===== src/logic/wrs_defines.svh =====
// Constants of the watchdog, reset and interrupt status block.
// Assumes ref_clk runs at 40 MHz and osc_tick pulses once per millisecond.
`ifndef WRS_DEFINES_SVH
`define WRS_DEFINES_SVH

`define WRS_CLK_PERIOD_NS   25
`define WRS_ADDR_WD         3'h0
`define WRS_ADDR_INT_STATUS 3'h3
`define WRS_INT_ADDR_HI     15
`define WRS_INT_ADDR_LO     13
`define WRS_INT_LOCK        12
`define WRS_INT_MAIN_LOW    11
`define WRS_INT_CAN_LOW     10
`define WRS_INT_CYCLIC      7
`define WRS_INT_WAKE1       6
`define WRS_INT_POWER_ON    5
`define WRS_INT_WAKE2       4
`define WRS_INT_BUS_WAKE    3
`define WRS_FLAG_MASK       16'h0CF8
`define WRS_INT_RESET_VAL   16'h0020
`define WRS_WD_MODE_SEL     8
`define WRS_WD_PER_HI       7
`define WRS_WD_PER_LO       5
`define WRS_WD_SOFT_RST     4
`define WRS_PERIOD_DEFAULT  3'h4
`define WRS_PERIOD_BASE_MS  16'h0008
`define WRS_FLTR_NS         1000
`define WRS_FLTR_CYC        ((`WRS_FLTR_NS + `WRS_CLK_PERIOD_NS - 1) / `WRS_CLK_PERIOD_NS)
`define WRS_SHORT_RST_US    1000
`define WRS_LONG_RST_US     20000
`define WRS_SLEEP_CODE      2'h1

`endif


===== src/logic/wrs_pkg.sv =====
// Types shared by the watchdog, reset and interrupt status block.
// Assumes nothing of its surroundings.
package wrs_pkg;
	typedef enum logic [1:0] {WRS_WD_OFF, WRS_WD_WINDOW, WRS_WD_TIMEOUT} wrs_wd_mode_t;
	typedef enum logic [1:0] {WRS_RP_IDLE, WRS_RP_DRIVE, WRS_RP_EXT} wrs_rp_state_t;
endpackage


===== src/logic/wrs_timer.sv =====
// Watchdog period timer counting oscillator ticks.
// Assumes osc_tick is a one-cycle pulse in the ref_clk domain.
`timescale 1ns/10ps
module wrs_timer #(
	parameter int W = 16
) (
	input  wire logic         ref_clk,
	input  wire logic         arst_n,
	input  wire logic         run,
	input  wire logic         restart,
	input  wire logic         osc_tick,
	input  wire logic [W-1:0] period_ticks,
	output logic              open_win,
	output logic              overflow
);
	logic [W-1:0] cnt_r;

	always_ff @(posedge ref_clk or negedge arst_n) begin
		if (!arst_n) begin
			cnt_r <= '0;
		end else if (!run || restart || overflow) begin
			cnt_r <= '0;
		end else if (osc_tick) begin
			cnt_r <= cnt_r + {{(W-1){1'b0}}, 1'b1};
		end
	end

	// First trigger time is half the period, overflow at the full period
	assign open_win = cnt_r >= (period_ticks >> 1);
	// Kept free of restart: restart depends on the system reset that overflow raises
	assign overflow = run && (cnt_r >= period_ticks);
endmodule


===== src/logic/wrs_top.sv =====
// Watchdog, system reset manager and interrupt status register.
// Assumes an SPI front end delivering decoded register strobes, and
// synchronous pin levels. The reset line is open drain.
`timescale 1ns/10ps
`include "wrs_defines.svh"
module wrs_top import wrs_pkg::*; #(
	parameter int SHORT_RST_CYC = `WRS_SHORT_RST_US * 1000 / `WRS_CLK_PERIOD_NS,
	parameter int LONG_RST_CYC  = `WRS_LONG_RST_US * 1000 / `WRS_CLK_PERIOD_NS,
	parameter int CNT_W         = 24
) (
	input  wire logic        ref_clk,
	input  wire logic        arst_n,
	input  wire logic        reg_wr,
	input  wire logic        reg_rd,
	input  wire logic [2:0]  reg_addr_bits,
	input  wire logic [15:0] reg_wdata,
	output logic      [15:0] reg_rdata,
	input  wire logic [1:0]  chip_mode_code,
	input  wire logic        overtemp_mode,
	input  wire logic        sleep_req,
	output logic             sleep_grant,
	input  wire logic        wd_disable_pin,
	input  wire logic        fail_safe_output_ctrl,
	input  wire logic        can_lowpower_ctrl,
	input  wire logic [1:0]  wake1_irq_cfg,
	input  wire logic [1:0]  wake2_irq_cfg,
	input  wire logic        irq_line_n,
	input  wire logic        main_low_evt,
	input  wire logic        can_low_evt,
	input  wire logic        wake1_evt,
	input  wire logic        wake2_evt,
	input  wire logic        bus_wake_evt,
	input  wire logic        main_uv_rst_evt,
	input  wire logic        mode_exit_rst_evt,
	input  wire logic        osc_tick,
	input  wire logic        short_rst_strap,
	input  wire logic        reset_line_n_i,
	output logic             reset_line_n_o,
	output logic             reset_line_n_oe,
	output logic             sys_reset_pulse,
	output logic             fail_safe_en,
	output logic [1:0]       wd_mode_state
);
	logic [15:0]        int_status_r;
	logic               lock_r;
	logic [2:0]         period_sel_r;
	logic               mode_sel_r;
	logic               dis_pin_r;
	logic               strap_r;
	logic               strap_done_r;
	logic               en_block_r;
	logic [15:0]        rdata_r;
	logic               sleep_grant_r;
	wrs_rp_state_t      rp_state_r;
	logic [CNT_W-1:0]   rp_cnt_r;
	wrs_wd_mode_t       wd_mode;
	wrs_wd_mode_t       wd_mode_r;
	logic               normal_mode;
	logic               standby_mode;
	logic               any_pending;
	logic               wake_pending;
	logic               wd_wr;
	logic               int_wr;
	logic               open_win;
	logic               overflow;
	logic [15:0]        period_ticks;
	logic               mode_sel_wr;
	logic               wd_rst;
	logic               long_rst;
	logic               int_rst;
	logic               ext_rst;
	logic               sleep_bad;
	logic [15:0]        set_vec;
	logic [15:0]        clr_vec;

	// Mode decode
	assign normal_mode  = chip_mode_code[1];
	assign standby_mode = !chip_mode_code[1] && (chip_mode_code != `WRS_SLEEP_CODE) && !overtemp_mode;
	assign any_pending  = |(int_status_r & `WRS_FLAG_MASK);
	assign wake_pending = int_status_r[`WRS_INT_WAKE1] | int_status_r[`WRS_INT_WAKE2] |
	                      int_status_r[`WRS_INT_BUS_WAKE];
	assign wd_wr        = reg_wr && (reg_addr_bits == `WRS_ADDR_WD);
	assign int_wr       = reg_wr && (reg_addr_bits == `WRS_ADDR_INT_STATUS);

	always_comb begin
		wd_mode = WRS_WD_OFF;
		if (wd_disable_pin || overtemp_mode) begin
			wd_mode = WRS_WD_OFF;
		end else if (normal_mode) begin
			wd_mode = mode_sel_r ? WRS_WD_TIMEOUT : WRS_WD_WINDOW;
		end else if (standby_mode) begin
			if (!mode_sel_r || any_pending) begin
				wd_mode = WRS_WD_TIMEOUT;
			end
		end
	end
	assign wd_mode_state = wd_mode_r;

	// Period in ms ticks: code 100 selects 128
	assign period_ticks = `WRS_PERIOD_BASE_MS << period_sel_r;

	wrs_timer #(.W(16)) u_timer (
		.ref_clk      (ref_clk),
		.arst_n       (arst_n),
		.run          (wd_mode != WRS_WD_OFF),
		.restart      (wd_wr || (wd_mode != wd_mode_r) || sys_reset_pulse),
		.osc_tick     (osc_tick),
		.period_ticks (period_ticks),
		.open_win     (open_win),
		.overflow     (overflow)
	);

	// Reset causes
	assign mode_sel_wr = wd_wr && (reg_wdata[`WRS_WD_MODE_SEL] != mode_sel_r) &&
	                     !(standby_mode && any_pending);
	assign sleep_bad   = !irq_line_n ||
	                     (!can_lowpower_ctrl && (wake1_irq_cfg == 2'h0) && (wake2_irq_cfg == 2'h0)) ||
	                     wake_pending;
	always_comb begin
		wd_rst = 1'b0;
		if (wd_mode == WRS_WD_WINDOW && wd_wr && !open_win) begin
			wd_rst = 1'b1;
		end else if (wd_mode == WRS_WD_WINDOW && overflow) begin
			wd_rst = 1'b1;
		end else if (wd_mode == WRS_WD_TIMEOUT && overflow && int_status_r[`WRS_INT_CYCLIC]) begin
			wd_rst = 1'b1;
		end else if ((normal_mode || standby_mode) && (wd_disable_pin != dis_pin_r)) begin
			wd_rst = 1'b1;
		end else if (normal_mode && mode_sel_wr) begin
			wd_rst = 1'b1;
		end
	end
	assign long_rst = (main_uv_rst_evt || mode_exit_rst_evt) && !strap_r;
	assign int_rst  = wd_rst || long_rst || main_uv_rst_evt || mode_exit_rst_evt ||
	                  (wd_wr && reg_wdata[`WRS_WD_SOFT_RST]) ||
	                  (sleep_req && sleep_bad);
	assign ext_rst  = (rp_state_r == WRS_RP_IDLE) && !reset_line_n_i &&
	                  (rp_cnt_r >= CNT_W'(`WRS_FLTR_CYC - 1));

	// Strap caught once after reset release, default long
	always_ff @(posedge ref_clk or negedge arst_n) begin
		if (!arst_n) begin
			strap_r      <= 1'b0;
			strap_done_r <= 1'b0;
		end else if (!strap_done_r) begin
			strap_r      <= short_rst_strap;
			strap_done_r <= 1'b1;
		end
	end

	// Reset line: filter external low, drive internal pulses
	always_ff @(posedge ref_clk or negedge arst_n) begin
		if (!arst_n) begin
			rp_state_r <= WRS_RP_IDLE;
			rp_cnt_r   <= '0;
		end else begin
			case (rp_state_r)
				WRS_RP_IDLE: begin
					if (int_rst) begin
						rp_state_r <= WRS_RP_DRIVE;
						rp_cnt_r   <= long_rst ? CNT_W'(LONG_RST_CYC - 1) : CNT_W'(SHORT_RST_CYC - 1);
					end else if (ext_rst) begin
						rp_state_r <= WRS_RP_EXT;
						rp_cnt_r   <= '0;
					end else if (!reset_line_n_i) begin
						rp_cnt_r <= rp_cnt_r + CNT_W'(1);
					end else begin
						rp_cnt_r <= '0;
					end
				end
				WRS_RP_DRIVE: begin
					if (long_rst) begin
						rp_cnt_r <= CNT_W'(LONG_RST_CYC - 1);
					end else if (rp_cnt_r == '0) begin
						rp_state_r <= WRS_RP_EXT;
					end else begin
						rp_cnt_r <= rp_cnt_r - CNT_W'(1);
					end
				end
				WRS_RP_EXT: begin
					if (reset_line_n_i) begin
						rp_state_r <= WRS_RP_IDLE;
						rp_cnt_r   <= '0;
					end
				end
				default: begin
					rp_state_r <= WRS_RP_IDLE;
					rp_cnt_r   <= '0;
				end
			endcase
		end
	end
	assign reset_line_n_o  = 1'b0;
	assign reset_line_n_oe = (rp_state_r == WRS_RP_DRIVE);
	assign sys_reset_pulse = (rp_state_r == WRS_RP_IDLE) && (int_rst || ext_rst);

	// Watchdog control fields
	always_ff @(posedge ref_clk or negedge arst_n) begin
		if (!arst_n) begin
			period_sel_r <= `WRS_PERIOD_DEFAULT;
			mode_sel_r   <= 1'b0;
			dis_pin_r    <= 1'b0;
			wd_mode_r    <= WRS_WD_OFF;
		end else begin
			dis_pin_r <= wd_disable_pin;
			wd_mode_r <= wd_mode;
			if (wd_rst) begin
				period_sel_r <= `WRS_PERIOD_DEFAULT;
			end else if (wd_wr) begin
				period_sel_r <= reg_wdata[`WRS_WD_PER_HI:`WRS_WD_PER_LO];
			end
			if (mode_sel_wr) begin
				mode_sel_r <= reg_wdata[`WRS_WD_MODE_SEL];
			end
		end
	end

	// Interrupt flags: set wins over clear
	always_comb begin
		set_vec = 16'h0000;
		set_vec[`WRS_INT_MAIN_LOW] = main_low_evt;
		set_vec[`WRS_INT_CAN_LOW]  = can_low_evt;
		set_vec[`WRS_INT_CYCLIC]   = (wd_mode == WRS_WD_TIMEOUT) && overflow;
		set_vec[`WRS_INT_WAKE1]    = wake1_evt && (wake1_irq_cfg != 2'h0);
		set_vec[`WRS_INT_WAKE2]    = wake2_evt && (wake2_irq_cfg != 2'h0);
		set_vec[`WRS_INT_BUS_WAKE] = bus_wake_evt && can_lowpower_ctrl;
		set_vec[`WRS_INT_POWER_ON] = mode_exit_rst_evt;
		clr_vec = (int_wr && !lock_r) ? (reg_wdata & `WRS_FLAG_MASK) : 16'h0000;
	end

	always_ff @(posedge ref_clk or negedge arst_n) begin
		if (!arst_n) begin
			int_status_r <= `WRS_INT_RESET_VAL;
		end else begin
			int_status_r <= ((int_status_r & ~clr_vec) | set_vec) & `WRS_FLAG_MASK;
		end
	end

	always_ff @(posedge ref_clk or negedge arst_n) begin
		if (!arst_n) begin
			lock_r <= 1'b0;
		end else if (int_wr) begin
			lock_r <= reg_wdata[`WRS_INT_LOCK];
		end
	end

	// Read data
	always_ff @(posedge ref_clk or negedge arst_n) begin
		if (!arst_n) begin
			rdata_r <= 16'h0000;
		end else if (reg_rd) begin
			if (reg_addr_bits == `WRS_ADDR_INT_STATUS) begin
				rdata_r <= int_status_r;
				rdata_r[`WRS_INT_ADDR_HI:`WRS_INT_ADDR_LO] <= `WRS_ADDR_INT_STATUS;
				rdata_r[`WRS_INT_LOCK] <= lock_r;
			end else if (reg_addr_bits == `WRS_ADDR_WD) begin
				rdata_r <= 16'h0000;
				rdata_r[`WRS_WD_MODE_SEL] <= mode_sel_r;
				rdata_r[`WRS_WD_PER_HI:`WRS_WD_PER_LO] <= period_sel_r;
			end else begin
				rdata_r <= 16'h0000;
			end
		end
	end
	assign reg_rdata = rdata_r;

	// Sleep acceptance and fail-safe output
	always_ff @(posedge ref_clk or negedge arst_n) begin
		if (!arst_n) begin
			sleep_grant_r <= 1'b0;
			en_block_r    <= 1'b1;
		end else begin
			sleep_grant_r <= sleep_req && !sleep_bad;
			if (sys_reset_pulse || rp_state_r != WRS_RP_IDLE) begin
				en_block_r <= 1'b1;
			end else if (!fail_safe_output_ctrl) begin
				en_block_r <= 1'b0;
			end
		end
	end
	assign sleep_grant  = sleep_grant_r;
	assign fail_safe_en = fail_safe_output_ctrl && normal_mode && !en_block_r;
endmodule


===== config.mk =====
export PLATFORM = sky130hd
export DESIGN_NAME = wrs_top
export DESIGN_NICKNAME = d
export VERILOG_FILES = /design/src/logic/wrs_pkg.sv /design/src/logic/wrs_timer.sv /design/src/logic/wrs_top.sv
export VERILOG_INCLUDE_DIRS = /design/src /design/src/logic
export SDC_FILE = /design/constraint.sdc
export NUM_CORES = 1
export LEC_CHECK = 0
export ABC_AREA = 1
export BUFFER_PORTS_ARGS = -buffer_cell sky130_fd_sc_hd__buf_4
export CELL_PAD_IN_SITES_DETAIL_PLACEMENT = 1
export CELL_PAD_IN_SITES_GLOBAL_PLACEMENT = 1
export CORE_UTILIZATION = 35
export DETAILED_ROUTE_END_ITERATION = 8
export GPL_ROUTABILITY_DRIVEN = 0
export PLACE_DENSITY = 0.72
export SLEW_MARGIN = 10
export SYNTH_ARGS = -nofsm -noshare
export SYNTH_HDL_FRONTEND = slang
export SYNTH_SLANG_ARGS = --single-unit

===== constraint.sdc =====
create_clock -name ref_clk -period 2.7 [get_ports ref_clk]
set_input_delay 0.405 -clock ref_clk [delete_from_list [all_inputs] [get_ports ref_clk]]
set_output_delay 0.405 -clock ref_clk [all_outputs]
set_load 0.005 [all_outputs]

[Word-level counts from Yosys, hierarchy flattened]
Cells that the tools add are included.
Operators by class
  add/sub/neg operators: 3
  multipliers: 0
  div/mod/pow operators: 0
  $lt $le $gt $ge: 3
  equal/unequal tests: 15
  shift-type cells: 1
  multiplexer cells: 33
  bitwise operators: 5
  reduce and logical (&&, ||, !) cells: 74
Operators by type and width (count)
  24-bit two-way mux: 6
  24-bit case mux with 3 select lines: 1
  16-bit two-way mux: 2
  1-bit logical AND: 30
  24-bit by 1-bit adder with 24-bit output, second input constant: 1
  24-bit by 6-bit greater-or-equal comparator with 1-bit output, second input constant: 1
  24-bit logical NOT: 1
  24-bit by 1-bit subtractor with 24-bit output, second input constant: 1
  2-bit two-way mux: 10
  20-bit two-way mux: 1
  1-bit logical OR: 17
  16-bit by 1-bit adder with 16-bit output, second input constant: 1
  16-bit by 15-bit greater-or-equal comparator with 1-bit output: 1
  16-bit greater-or-equal comparator: 1
  4-bit by 3-bit << shifter with 16-bit output, first input constant: 1
  15-bit two-way mux: 1
  1-bit logical NOT: 13
  12-bit bitwise AND: 1
  12-bit two-way mux: 1
  12-bit NOT: 1
  12-bit OR: 1
  2-bit nonzero test: 6
  9-bit two-way mux: 1
  1-bit two-way mux: 7
  16 further kinds: 27
Storage, ports and cells
  register bits after elaboration: 77
  latch bits: 0
  bits in writable memories: 0
  ROM bits: 0
  word-level logic and storage cells: 148
  memories: 0

[Longest topological paths before layout]
Gate-level depths: netlist (run 1).
  depth after elaboration: 24
  depth in mapped cells: 18
  gate-level depth less buffers: 17

[Hierarchy]
A second synthesis (run 1) with hierarchy kept.
Unflattened totals
  cell total of the unflattened synthesis: 677
  area, all modules: 5038.6 um^2
Modules (own cells, without submodules)
  wrs_top: instances 1, cells each 461, area each 3378.2 um^2, sequential area each 1380.1 um^2
  wrs_timer: instances 1, cells each 216, area each 1660.3 um^2, sequential area each 400.4 um^2

[Worst setup path before layout (run 1)]
No wires, ideal clock.
  kind: register to output
  start: register period_sel_r[2]
  end: output sys_reset_pulse
  data arrival time: 1964 ps
  path slack: 331 ps
  cell stages (with the launch flop): 16
  path through: dfstp_2 > inv_1 > nand3_1 > ha_1 > or2_0 > nand2_1 > nand3_1 > nand2_1 > nand2_2 > nand2_2 > nand2_1 > nor2_2 > nand3_2 > nand2_2 > buf_6 > nand2_1
On the way
  cells in the longest elaborated chain, start to end: 15
  elaborated cells between the ends (all ways): 19
RTL lines
  from (decl): RTL line wrs_top.sv:46  | logic [2:0] period_sel_r;
  from (signal assigned): RTL line wrs_top.sv:200  | period_sel_r <= `WRS_PERIOD_DEFAULT;
  from (signal assigned): RTL line wrs_top.sv:208  | period_sel_r <= `WRS_PERIOD_DEFAULT;
  from (signal assigned): RTL line wrs_top.sv:210  | period_sel_r <= reg_wdata[`WRS_WD_PER_HI:`WRS_WD_PER_LO];
  4-bit by 3-bit << shifter with 16-bit output (no source line) *
  16-bit greater-or-equal comparator: RTL line wrs_timer.sv:31  | assign overflow = run && (cnt_r >= period_ticks);
  1-bit logical AND: RTL line wrs_timer.sv:31
  1-bit logical AND (2 in series): RTL line wrs_top.sv:125  | end else if (wd_mode == WRS_WD_TIMEOUT && overflow && int_status_r[`WRS_INT_CYCLIC]) begin
  1-bit two-way mux: RTL line wrs_top.sv:125
  1-bit two-way mux: RTL line wrs_top.sv:123  | end else if (wd_mode == WRS_WD_WINDOW && overflow) begin
  1-bit two-way mux *: RTL line wrs_top.sv:121  | if (wd_mode == WRS_WD_WINDOW && wd_wr && !open_win) begin
  1-bit logical OR * (5 in series): RTL line wrs_top.sv:134  | assign int_rst = wd_rst || long_rst || main_uv_rst_evt || mode_exit_rst_evt ||
  1-bit logical OR *: RTL line wrs_top.sv:195  | assign sys_reset_pulse = (rp_state_r == WRS_RP_IDLE) && (int_rst || ext_rst);
  1-bit logical AND *: RTL line wrs_top.sv:195
  to (decl): RTL line wrs_top.sv:40  | output logic sys_reset_pulse,
Mark *: on every way between the ends. The rest lies on a longest branch, timed or not.

[Worst setup path in the final report (run 1)]
Ends and elaborated chain as after synthesis.

==> results of run 1 <==
[per-stage QoR]
step,instance area [sq um],setup TNS (ns)
final,5858,-0.5958
after global routing,5858,-2.868
after CTS,5709,-0.7026
after detailed placement,5263,0
after global placement,5263,0
after floorplan,4657,0
[cells in the mapped netlist, types with 7 or more instances]
| cell type | instances | area, sq um |
|---|---|---|
| nor3_1 | 10 | 50.05 |
| nor2_2 | 22 | 137.6 |
| inv_1 | 70 | 262.8 |
| ha_1 | 21 | 262.8 |
| inv_2 | 7 | 26.28 |
| buf_4 | 9 | 67.56 |
| xnor2_1 | 8 | 70.07 |
| o21ai_0 | 24 | 120.1 |
| nand4_1 | 16 | 100.1 |
| o21ai_1 | 10 | 50.05 |
| nor2_1 | 60 | 225.2 |
| dfrtp_1 | 68 | 1702 |
| nand2_1 | 128 | 480.5 |
| nand3_1 | 44 | 220.2 |
| a21oi_1 | 28 | 140.1 |
| xor2_1 | 11 | 96.34 |
[layer usage]
metal	GRT usage [%]	part of all wire [%]	up-vias
met5	0	0	-
met4	7.679	1.7	0
met3	5.201	3.6	22
met2	40.20	53	82
met1	24.30	42	2171
li1	-	-	2131
[power by group through the flow]
stage,Combinational (mW),Sequential (mW),Clock [mW]
2_1_floorplan,0.262,1.17,0
3_3_place_gp,0.409,1.18,0
3_5_place_dp,0.428,1.18,0
4_1_cts,0.454,1.17,1.22
5_1_grt,0.535,1.17,1.26
6_report,0.478,1.17,1.19
[worst max-delay path: stages (launching register included)]
cell and delay, ns:
dfstp_2 0.62, clkinv_4 0.12, nand3_2 0.10, ha_1 0.23
nand2_1 0.12, nor2_2 0.07, nand2_2 0.08, nand3_2 0.07
nand2_2 0.08, nand2_4 0.07, nand2_4 0.06, nand2_2 0.06
nor2_4 0.09, nand3_2 0.08, nand2_2 0.09, nand2_2 0.06
buf_6 0.13
[cell families (layout without fill, tap and decap cells)]
family          count (synthesis)  count (layout)  synth area share (%)
buf+inv                        96             178                 9.039
fa+ha+maj                      21              21                 5.683
flops                          71              71                 38.51
xor+xnor                       19              19                 3.599
simple gates                  305             305                 30.85
mux                             1               1                0.2436
other cells                     2              11                0.1624
compound gates                 90              90                 11.91
[what timing repair did]
item                                    CTS  global route
pin swaps                                 7             8
setup buffers                            13             4
endpoints found under the setup margin    1            20
resized for setup                        13            28
cloned                                    0             0
[final timing paths]
check / from / end / slack, ns
min: wd_disable_pin / dis_pin_r / 0.19
max in group asynchronous: arst_n / strap_done_r / 1.88
max reg2reg: period_sel_r[2] / rp_state_r[1] / -0.16
min reg2reg: reg_rdata[11] / reg_rdata[11] / 0.49
min in group asynchronous: arst_n / u_timer.cnt_r[6] / 0.20
max: period_sel_r[2] / sys_reset_pulse / -0.19
[cell type report]
cell class,count,area share (%)
Clock buffer,9,3.845
Clock inverter,7,1.047
Inverter,78,5.083
Multi-Input combinational cell,447,44.70
Sequential cell,71,30.39
Tap cell,172,3.674
Timing Repair Buffer,84,11.26
[sequential cells by signal (all words and copies together), names as in the netlist, 2 cells and up]
name           count
rp_state_r         2
period_sel_r       3
reg_rdata         10
u_timer.cnt_r     16
int_status_r       7
wd_mode_state      2
rp_cnt_r          24
==> impl_metrics.env, run 1 <==
export IMPL_antenna_left=0
export IMPL_synth_edff_count=0
export IMPL_slew_viol_final=0
export IMPL_comb_power_share_pct=16.9
export IMPL_detailroute_via_count=4406
export IMPL_final_cells=868
export IMPL_setup_worst_path_end_class="output port"
export IMPL_hold_viol_final=0
export IMPL_coreArea_sq_mm=0.01277
export IMPL_yosysSeqAreaShare_pct=38.51
export IMPL_grt_pass1_wl_mm=22.76
export IMPL_powerDensity_mw_per_mm2=483.9
export IMPL_drc=0
export IMPL_root_buffer="clkbuf_16"
export IMPL_post_route_util_pct=45.86
export IMPL_clock_latency_ns=0.35
export IMPL_place_hpwl_mm=9.936
export IMPL_viasPerCell=5.076
export IMPL_layout_common_cells="122 x nand2_1, 81 x buf_4, 68 x dfrtp_1, 67 x inv_1, 56 x nor2_1"
export IMPL_ys_ff_latch=71
export IMPL_fin_crit_sh_pct=107.1
export IMPL_power_frac_seq_pct=41.2
export IMPL_path_max_fanout=5
export IMPL_max_freq_mhz=345.9
export IMPL_wl_per_cell_microns=16.14
export IMPL_syn_area_per_cell_sq_um=7.642
export IMPL_setup_viol_count_final=7
export IMPL_internal_power_mw=1.952
export IMPL_power_switching_mw=0.8822
export IMPL_port_buffers=54
export IMPL_final_nets=757
export IMPL_multi_input_area_sq_mm=0.002619
export IMPL_fin_ws_ns=-0.1907
export IMPL_antennaDiodeCount=0
export IMPL_fin_hold_ws_ns=0.1859
export IMPL_hold_path_class="input port to flop"
export IMPL_final_common_cell="nand2_1"
export IMPL_synth_main_ff_cell="dfrtp_1"
export IMPL_drt_wl_total_mm=14.01
export IMPL_grt_usage_pct=21.74
export IMPL_synth_area_sq_mm=0.004623
export IMPL_fill_cells=1554
export IMPL_clk_path_buf_depth=2
export IMPL_drt_iter0_drc=181
export IMPL_rr_worst_depth=20
export IMPL_grt_setup_unrepaired="true"
export IMPL_power_leakage_nw=2.806
export IMPL_slew_headroom_pct=36.34
export IMPL_worstPathRequired_ns=2.30
export IMPL_min_period_ns=2.891
export IMPL_regArea_sq_mm=0.001780
export IMPL_dp_cells=835
export IMPL_pre_cts_ws_ns=0.03876
export IMPL_vdd_ir_drop_max_uv=252.4
export IMPL_io_pins=68
export IMPL_htree_levels=3
export IMPL_cap_violations=0
export IMPL_drive_gt1_share_pct=26.87
export IMPL_p_total_mw=2.835
export IMPL_postSynth_asyncResetShare_pct=100.0
export IMPL_numCtsBuffers=9
export IMPL_gr_total_overflow=0
export IMPL_antenna_found_initial=0
export IMPL_area_growth_pct=26.71
export IMPL_initial_core_util_pct=36.19
export IMPL_outcome="finished with violations"
export IMPL_die_w_microns=116.9
export IMPL_critPathLaunchType="flop"
export IMPL_worst_pin_slew_ns=0.9548
export IMPL_finClkSkew_ns=0.009579
export IMPL_arrival_ns=2.49
export IMPL_clkPwrFrac_pct=41.9
export IMPL_critPathKind="flop to output port"
export IMPL_grt_start_max_net_pins=72
export IMPL_die_y_microns=116.9
export IMPL_grt_pass1_vias=4805
export IMPL_synthCells=605
export IMPL_failed_checks="negative setup slack"
export IMPL_synth_warning_count=0
export IMPL_switching_share_pct=31.12
export IMPL_cts_sinks=71
export IMPL_post_cts_hold_buffer_count=0
export IMPL_cts_tree="yes"
export IMPL_die_area_sq_mm=0.01367
export IMPL_path_clk_slew_ns=0.07
export IMPL_min_path_cells=1
export IMPL_post_synth_num_cell_types=46
export IMPL_rows=41
export IMPL_drtPass1Iterations=5
No activity file was read; power rests on OpenSTA's default activity.
==> run 2: changes to the inputs <==
- ABC_AREA: 1 -> unset
- CELL_PAD_IN_SITES_DETAIL_PLACEMENT: 1 -> 0
- PLACE_DENSITY: 0.72 -> 0.7
==> impl_metrics.env, run 2 <==
export IMPL_htree_levels=3
export IMPL_fill_cells=1156
export IMPL_drc=0
export IMPL_numCtsBuffers=9
export IMPL_final_common_cell="buf_4"
export IMPL_fin_crit_sh_pct=121.4
export IMPL_setup_viol_count_final=24
export IMPL_synth_edff_count=0
export IMPL_rows=40
export IMPL_critPathKind="flop to output port"
export IMPL_coreArea_sq_mm=0.01211
export IMPL_drt_iter0_drc=259
export IMPL_root_buffer="clkbuf_16"
export IMPL_post_synth_num_cell_types=73
export IMPL_die_y_microns=113.9
export IMPL_grt_usage_pct=20.25
export IMPL_hold_path_class="input port to async pin"
export IMPL_die_area_sq_mm=0.01297
export IMPL_grt_pass1_wl_mm=20.44
export IMPL_vdd_ir_drop_max_uv=393.1
export IMPL_antennaDiodeCount=0
export IMPL_powerDensity_mw_per_mm2=704.4
export IMPL_wl_per_cell_microns=16.39
export IMPL_drt_wl_total_mm=12.46
export IMPL_finClkSkew_ns=0.007399
export IMPL_io_pins=68
export IMPL_slew_viol_final=0
export IMPL_place_hpwl_mm=8.655
export IMPL_grt_pass1_vias=4049
export IMPL_fin_ws_ns=-0.5780
export IMPL_worstPathRequired_ns=2.30
export IMPL_arrival_ns=2.87
export IMPL_worst_pin_slew_ns=0.9420
export IMPL_regArea_sq_mm=0.001780
export IMPL_ys_ff_latch=71
export IMPL_antenna_found_initial=0
export IMPL_synth_area_sq_mm=0.004382
export IMPL_detailroute_via_count=4118
export IMPL_final_nets=653
export IMPL_synth_top_cell_area_share_pct=38.83
export IMPL_initial_core_util_pct=36.18
export IMPL_gr_total_overflow=0
export IMPL_multi_input_area_sq_mm=0.002684
export IMPL_synthTopCellsByArea="dfrtp_1 39%, ha_1 6.0%, o21ai_0 4.5%"
export IMPL_setup_tns_ns=-10.10
export IMPL_power_leakage_nw=2.520
export IMPL_grt_setup_unrepaired="true"
export IMPL_layout_common_cells="104 x buf_4, 68 x dfrtp_1, 40 x nand2_1, 38 x o21ai_0, 35 x nor2_1"
export IMPL_min_period_ns=3.278
export IMPL_clock_latency_ns=0.34
export IMPL_cts_sinks=71
export IMPL_p_total_mw=4.264
export IMPL_yosysSeqAreaShare_pct=40.63
export IMPL_grt_start_max_net_pins=72
export IMPL_area_growth_pct=38.15
export IMPL_slew_headroom_pct=37.20
export IMPL_cap_violations=0
export IMPL_yosys_top_cells_count="68 x dfrtp_1, 41 x nand2_1, 39 x o21ai_0"
export IMPL_outcome="finished with violations"
export IMPL_path_clk_slew_ns=0.06
export IMPL_synth_main_ff_cell="dfrtp_1"
export IMPL_largest_register="rp_cnt_r"
export IMPL_die_w_microns=113.9
export IMPL_clk_path_buf_depth=2
export IMPL_postSynth_asyncResetShare_pct=100.0
export IMPL_path_max_fanout=4
export IMPL_viasPerCell=5.418
export IMPL_failed_checks="negative setup slack"
export IMPL_max_freq_mhz=305.1
export IMPL_setup_worst_path_end_class="output port"
export IMPL_synth_warning_count=0
export IMPL_drive_gt1_share_pct=31.08
export IMPL_port_buffers=54
export IMPL_antenna_left=0
export IMPL_drtPass1Iterations=4
export IMPL_largest_reg_flops=24
export IMPL_syn_area_per_cell_sq_um=9.264
export IMPL_cts_tree="yes"
export IMPL_yosysMostFrequentCell="dfrtp_1"
export IMPL_synthCells=473
export IMPL_critPathLaunchType="flop"
export IMPL_yosysTopAreaCell="dfrtp_1"
export IMPL_hold_viol_final=0
## run 2: cell families after synthesis
family | Yosys count | synth area share, %
adder cells (fa/ha/maj) | 21 | 5.997
buffers and inverters | 42 | 4.911
AO/OA/AOI/OAI | 133 | 21.70
flip-flops | 71 | 40.63
AND/OR/NAND/NOR | 180 | 21.50
multiplexers | 7 | 1.685
other | 2 | 0.1714
XOR/XNOR | 17 | 3.398
## run 2: layout make-up
cell class	instances	share of cell area, %
clock inverters	5	1.716
clock buffers	11	4.175
well taps	168	3.473
repair buffers	118	15.83
inverters	17	1.054
multi-input cells	370	44.34
flip-flops and latches	71	29.41
## run 2: through the flow
stage	cells	hold WS, ns	cell area, sq um	setup WS [ns]	util, %
after floorplan	482	0.1094	4472	-0.2789	-
after global placement	727	0.4772	5283	-0.2241	43.62
after detailed placement	727	0.4887	5283	-0.2639	43.62
after CTS	757	0.1943	5974	-0.5876	49.33
after global routing	760	0.2013	6053	-0.6722	49.98
final	760	0.1892	6053	-0.5780	49.98
## run 2: worst max-delay path, stage by stage, from the launching register on
cell and delay (ns):
dfstp_2 0.56, or3b_4 0.41, ha_4 0.28, nand2_4 0.05, a2111oi_4 0.30, a211oi_2 0.15
a2111oi_4 0.29, a211oi_4 0.11, or2_4 0.25, buf_6 0.12
## run 2: final timing paths
check,depth (start not counted),to,slack (ns),startpoint
min,1,u_timer.cnt_r[13],0.19,arst_n
max reg2reg,14,u_timer.cnt_r[11],-0.54,period_sel_r[2]
min reg2reg,1,rp_cnt_r[23],0.49,rp_cnt_r[23]
max in group asynchronous,1,rp_cnt_r[5],1.88,arst_n
min in group ref_clk,1,dis_pin_r,0.21,wd_disable_pin
max,9,sys_reset_pulse,-0.58,period_sel_r[2]
## run 2: layer usage
layer,track usage (%),up-vias,wire length (microns)
met5,0,-,0
met4,8.225,0,219
met3,2.869,21,574
met2,31.54,119,5563
met1,28.33,1997,6100
li1,-,1981,-
## run 2: where the power goes
group / internal (mW) / total (mW) / switching [mW] / leakage [nW]
Combinational: 0.746 / 1.54 / 0.799 / 1.48
Clock: 0.953 / 1.42 / 0.464 / 0.176
Sequential: 1.19 / 1.30 / 0.116 / 0.868
## run 2: what timing repair did
| action | 4_1_cts | 5_1_grt |
|---|---|---|
| pin swaps | 14 | 2 |
| setup buffers | 13 | 3 |
| hold buffers | 0 | 0 |
| gates cloned | 1 | 0 |
| gates resized for setup | 39 | 7 |
| endpoints found under the setup margin | 24 | 24 |
==> run 3: changes to the inputs <==
- CORE_UTILIZATION: 35 -> 44
- PLACE_DENSITY: 0.7 -> 0.84
==> impl_metrics.env, run 3 (synthesis results as in run 2) <==
export IMPL_cap_violations=0
export IMPL_power_leakage_nw=2.402
export IMPL_clkPwrFrac_pct=23.3
export IMPL_vdd_ir_drop_max_uv=302.0
export IMPL_layout_common_cells="92 x buf_4, 68 x dfrtp_1, 40 x nand2_1, 37 x o21ai_0, 34 x nor2_1"
export IMPL_slowest_stage="dfstp_2"
export IMPL_arrival_ns=2.93
export IMPL_hold_path_class="input port to async pin"
export IMPL_rows=36
export IMPL_path_buf_inv=1
export IMPL_place_hpwl_mm=8.251
export IMPL_grt_setup_unrepaired="true"
export IMPL_fin_hold_ws_ns=0.1682
export IMPL_hold_viol_final=0
export IMPL_min_period_ns=3.335
export IMPL_die_w_microns=101.8
export IMPL_initial_core_util_pct=45.04
export IMPL_drtPass1Iterations=5
export IMPL_antenna_left=0
export IMPL_powerDensity_mw_per_mm2=622.6
export IMPL_worstPathRequired_ns=2.30
export IMPL_setup_worst_path_end_class="output port"
export IMPL_io_pins=68
export IMPL_drt_iter0_drc=236
export IMPL_critPathKind="flop to output port"
export IMPL_internal_power_mw=2.332
export IMPL_finClkSkew_ns=0.01650
export IMPL_clock_latency_ns=0.35
export IMPL_comb_power_share_pct=40.9
export IMPL_critPathLaunchType="flop"
export IMPL_grt_pass1_vias=3710
export IMPL_die_area_sq_mm=0.01036
export IMPL_post_cts_hold_buffer_count=0
export IMPL_htree_levels=3
export IMPL_numCtsBuffers=9
export IMPL_max_stage_delay_ns=0.58
export IMPL_post_route_util_pct=60.25
export IMPL_grt_pass1_wl_mm=18.58
export IMPL_placed_area_sq_mm=0.005164
export IMPL_largest_reg_flops=24
export IMPL_slew_viol_final=0
export IMPL_drc=0
export IMPL_largest_register="rp_cnt_r"
export IMPL_drive_gt1_share_pct=31.09
export IMPL_coreArea_sq_mm=0.009729
export IMPL_worstPathCellList="or3b_4 -> ha_4 -> nand2_4 -> a2111oi_4 -> a211oi_2 -> a2111oi_4 -> a211oi_4 -> or2_4 -> buf_6"
export IMPL_clk_path_buf_depth=2
export IMPL_root_buffer="clkbuf_8"
export IMPL_failed_checks="negative setup slack"
export IMPL_wl_per_cell_microns=17.12
export IMPL_outcome="finished with violations"
export IMPL_final_nets=640
export IMPL_finalInstanceArea_sq_mm=0.005862
export IMPL_max_freq_mhz=299.8
export IMPL_cts_tree="yes"
export IMPL_rr_worst_depth=11
export IMPL_grt_usage_pct=23.33
export IMPL_rrSetupSlack_ns=-0.39
export IMPL_setup_viol_count_final=24
export IMPL_detailroute_via_count=4097
export IMPL_path_clk_slew_ns=0.09
export IMPL_rr_startpoint="period_sel_r[2]"
export IMPL_die_y_microns=101.8
export IMPL_worst_pin_slew_ns=0.9536
export IMPL_timing_rr_end="rp_cnt_r[15]"
export IMPL_path_max_fanout=4
export IMPL_area_growth_pct=33.78
export IMPL_viasPerCell=5.754
export IMPL_cts_sinks=71
export IMPL_fin_crit_sh_pct=123.5
export IMPL_fin_ws_ns=-0.6353
export IMPL_switching_share_pct=36.10
export IMPL_antenna_found_initial=0
export IMPL_slew_headroom_pct=36.43
export IMPL_crit_family="compound AO/OA/AOI/OAI gates"
export IMPL_antennaDiodeCount=0
export IMPL_power_frac_seq_pct=35.8
export IMPL_final_common_cell="buf_4"
export IMPL_p_total_mw=3.649
export IMPL_drt_wl_total_mm=12.19
export IMPL_grt_start_max_net_pins=72
export IMPL_port_buffers=54
export IMPL_power_switching_mw=1.318
export IMPL_fill_cells=818
export IMPL_gr_total_overflow=0
export IMPL_path_common_cell="a2111oi_4"
==> run 3: cell types whose count changed in the layout (fill, tap and decap cells not counted), sizes merged <==
cell,previous run,this run
bufinv,3,1
clkinvlp,0,1
buf,118,104
clkinv,3,4
clkbuf,11,12
==> run 3: layout make-up <==
cell class                      count  area (sq um)  area share, %
Timing Repair Buffer              105         883.3          15.07
Multi-Input combinational cell    370          2776          47.36
Tap cell                          133         166.4          2.839
Inverter                           17         63.81          1.089
Clock buffer                       11         131.4          2.241
Clock inverter                      5         60.06          1.025
Sequential cell                    71          1780          30.37
==> run 3: stage by stage <==
step	setup slack [ns]	setup TNS (ns)	cells
finish	-0.6353	-7.295	712
global placement	-0.2037	-1.778	682
CTS	-0.5598	-5.074	705
detailed placement	-0.2269	-2.683	682
floorplan	-0.2789	-0.6477	482
global route	-0.7349	-9.532	712
==> run 3: layer usage <==
metal | GRT usage (%) | up-vias | wire, microns
met5 | 0 | - | 0
met4 | 7.135 | 0 | 158
met3 | 3.589 | 14 | 607
met2 | 35.65 | 135 | 5656
met1 | 33.88 | 1991 | 5764
li1 | - | 1957 | -
==> run 3: power groups by stage <==
stage,Sequential [mW],Clock (mW),Combinational (mW)
after floorplan,1.29,0,0.805
after global placement,1.32,0,1.14
after detailed placement,1.32,0,1.16
after CTS,1.30,0.867,1.36
after global routing,1.32,0.912,1.61
final,1.31,0.849,1.49
==> run 3: repair_timing <==
item                       CTS  global route
buffers inserted             5             7
cloned                       2             1
resized for setup           27            33
setup endpoints to repair   20            24
pin swaps                   10            15
==> run 3: worst max path at each step <==
stage,depth (start not counted),slack (ns),endpoint,from
floorplan,10,-0.28,sys_reset_pulse,period_sel_r[2]
global placement,9,-0.20,sys_reset_pulse,period_sel_r[2]
detailed placement,9,-0.23,sys_reset_pulse,period_sel_r[2]
CTS,9,-0.56,sys_reset_pulse,period_sel_r[2]
global route,10,-0.73,sys_reset_pulse,period_sel_r[2]
finish,9,-0.64,sys_reset_pulse,period_sel_r[2]
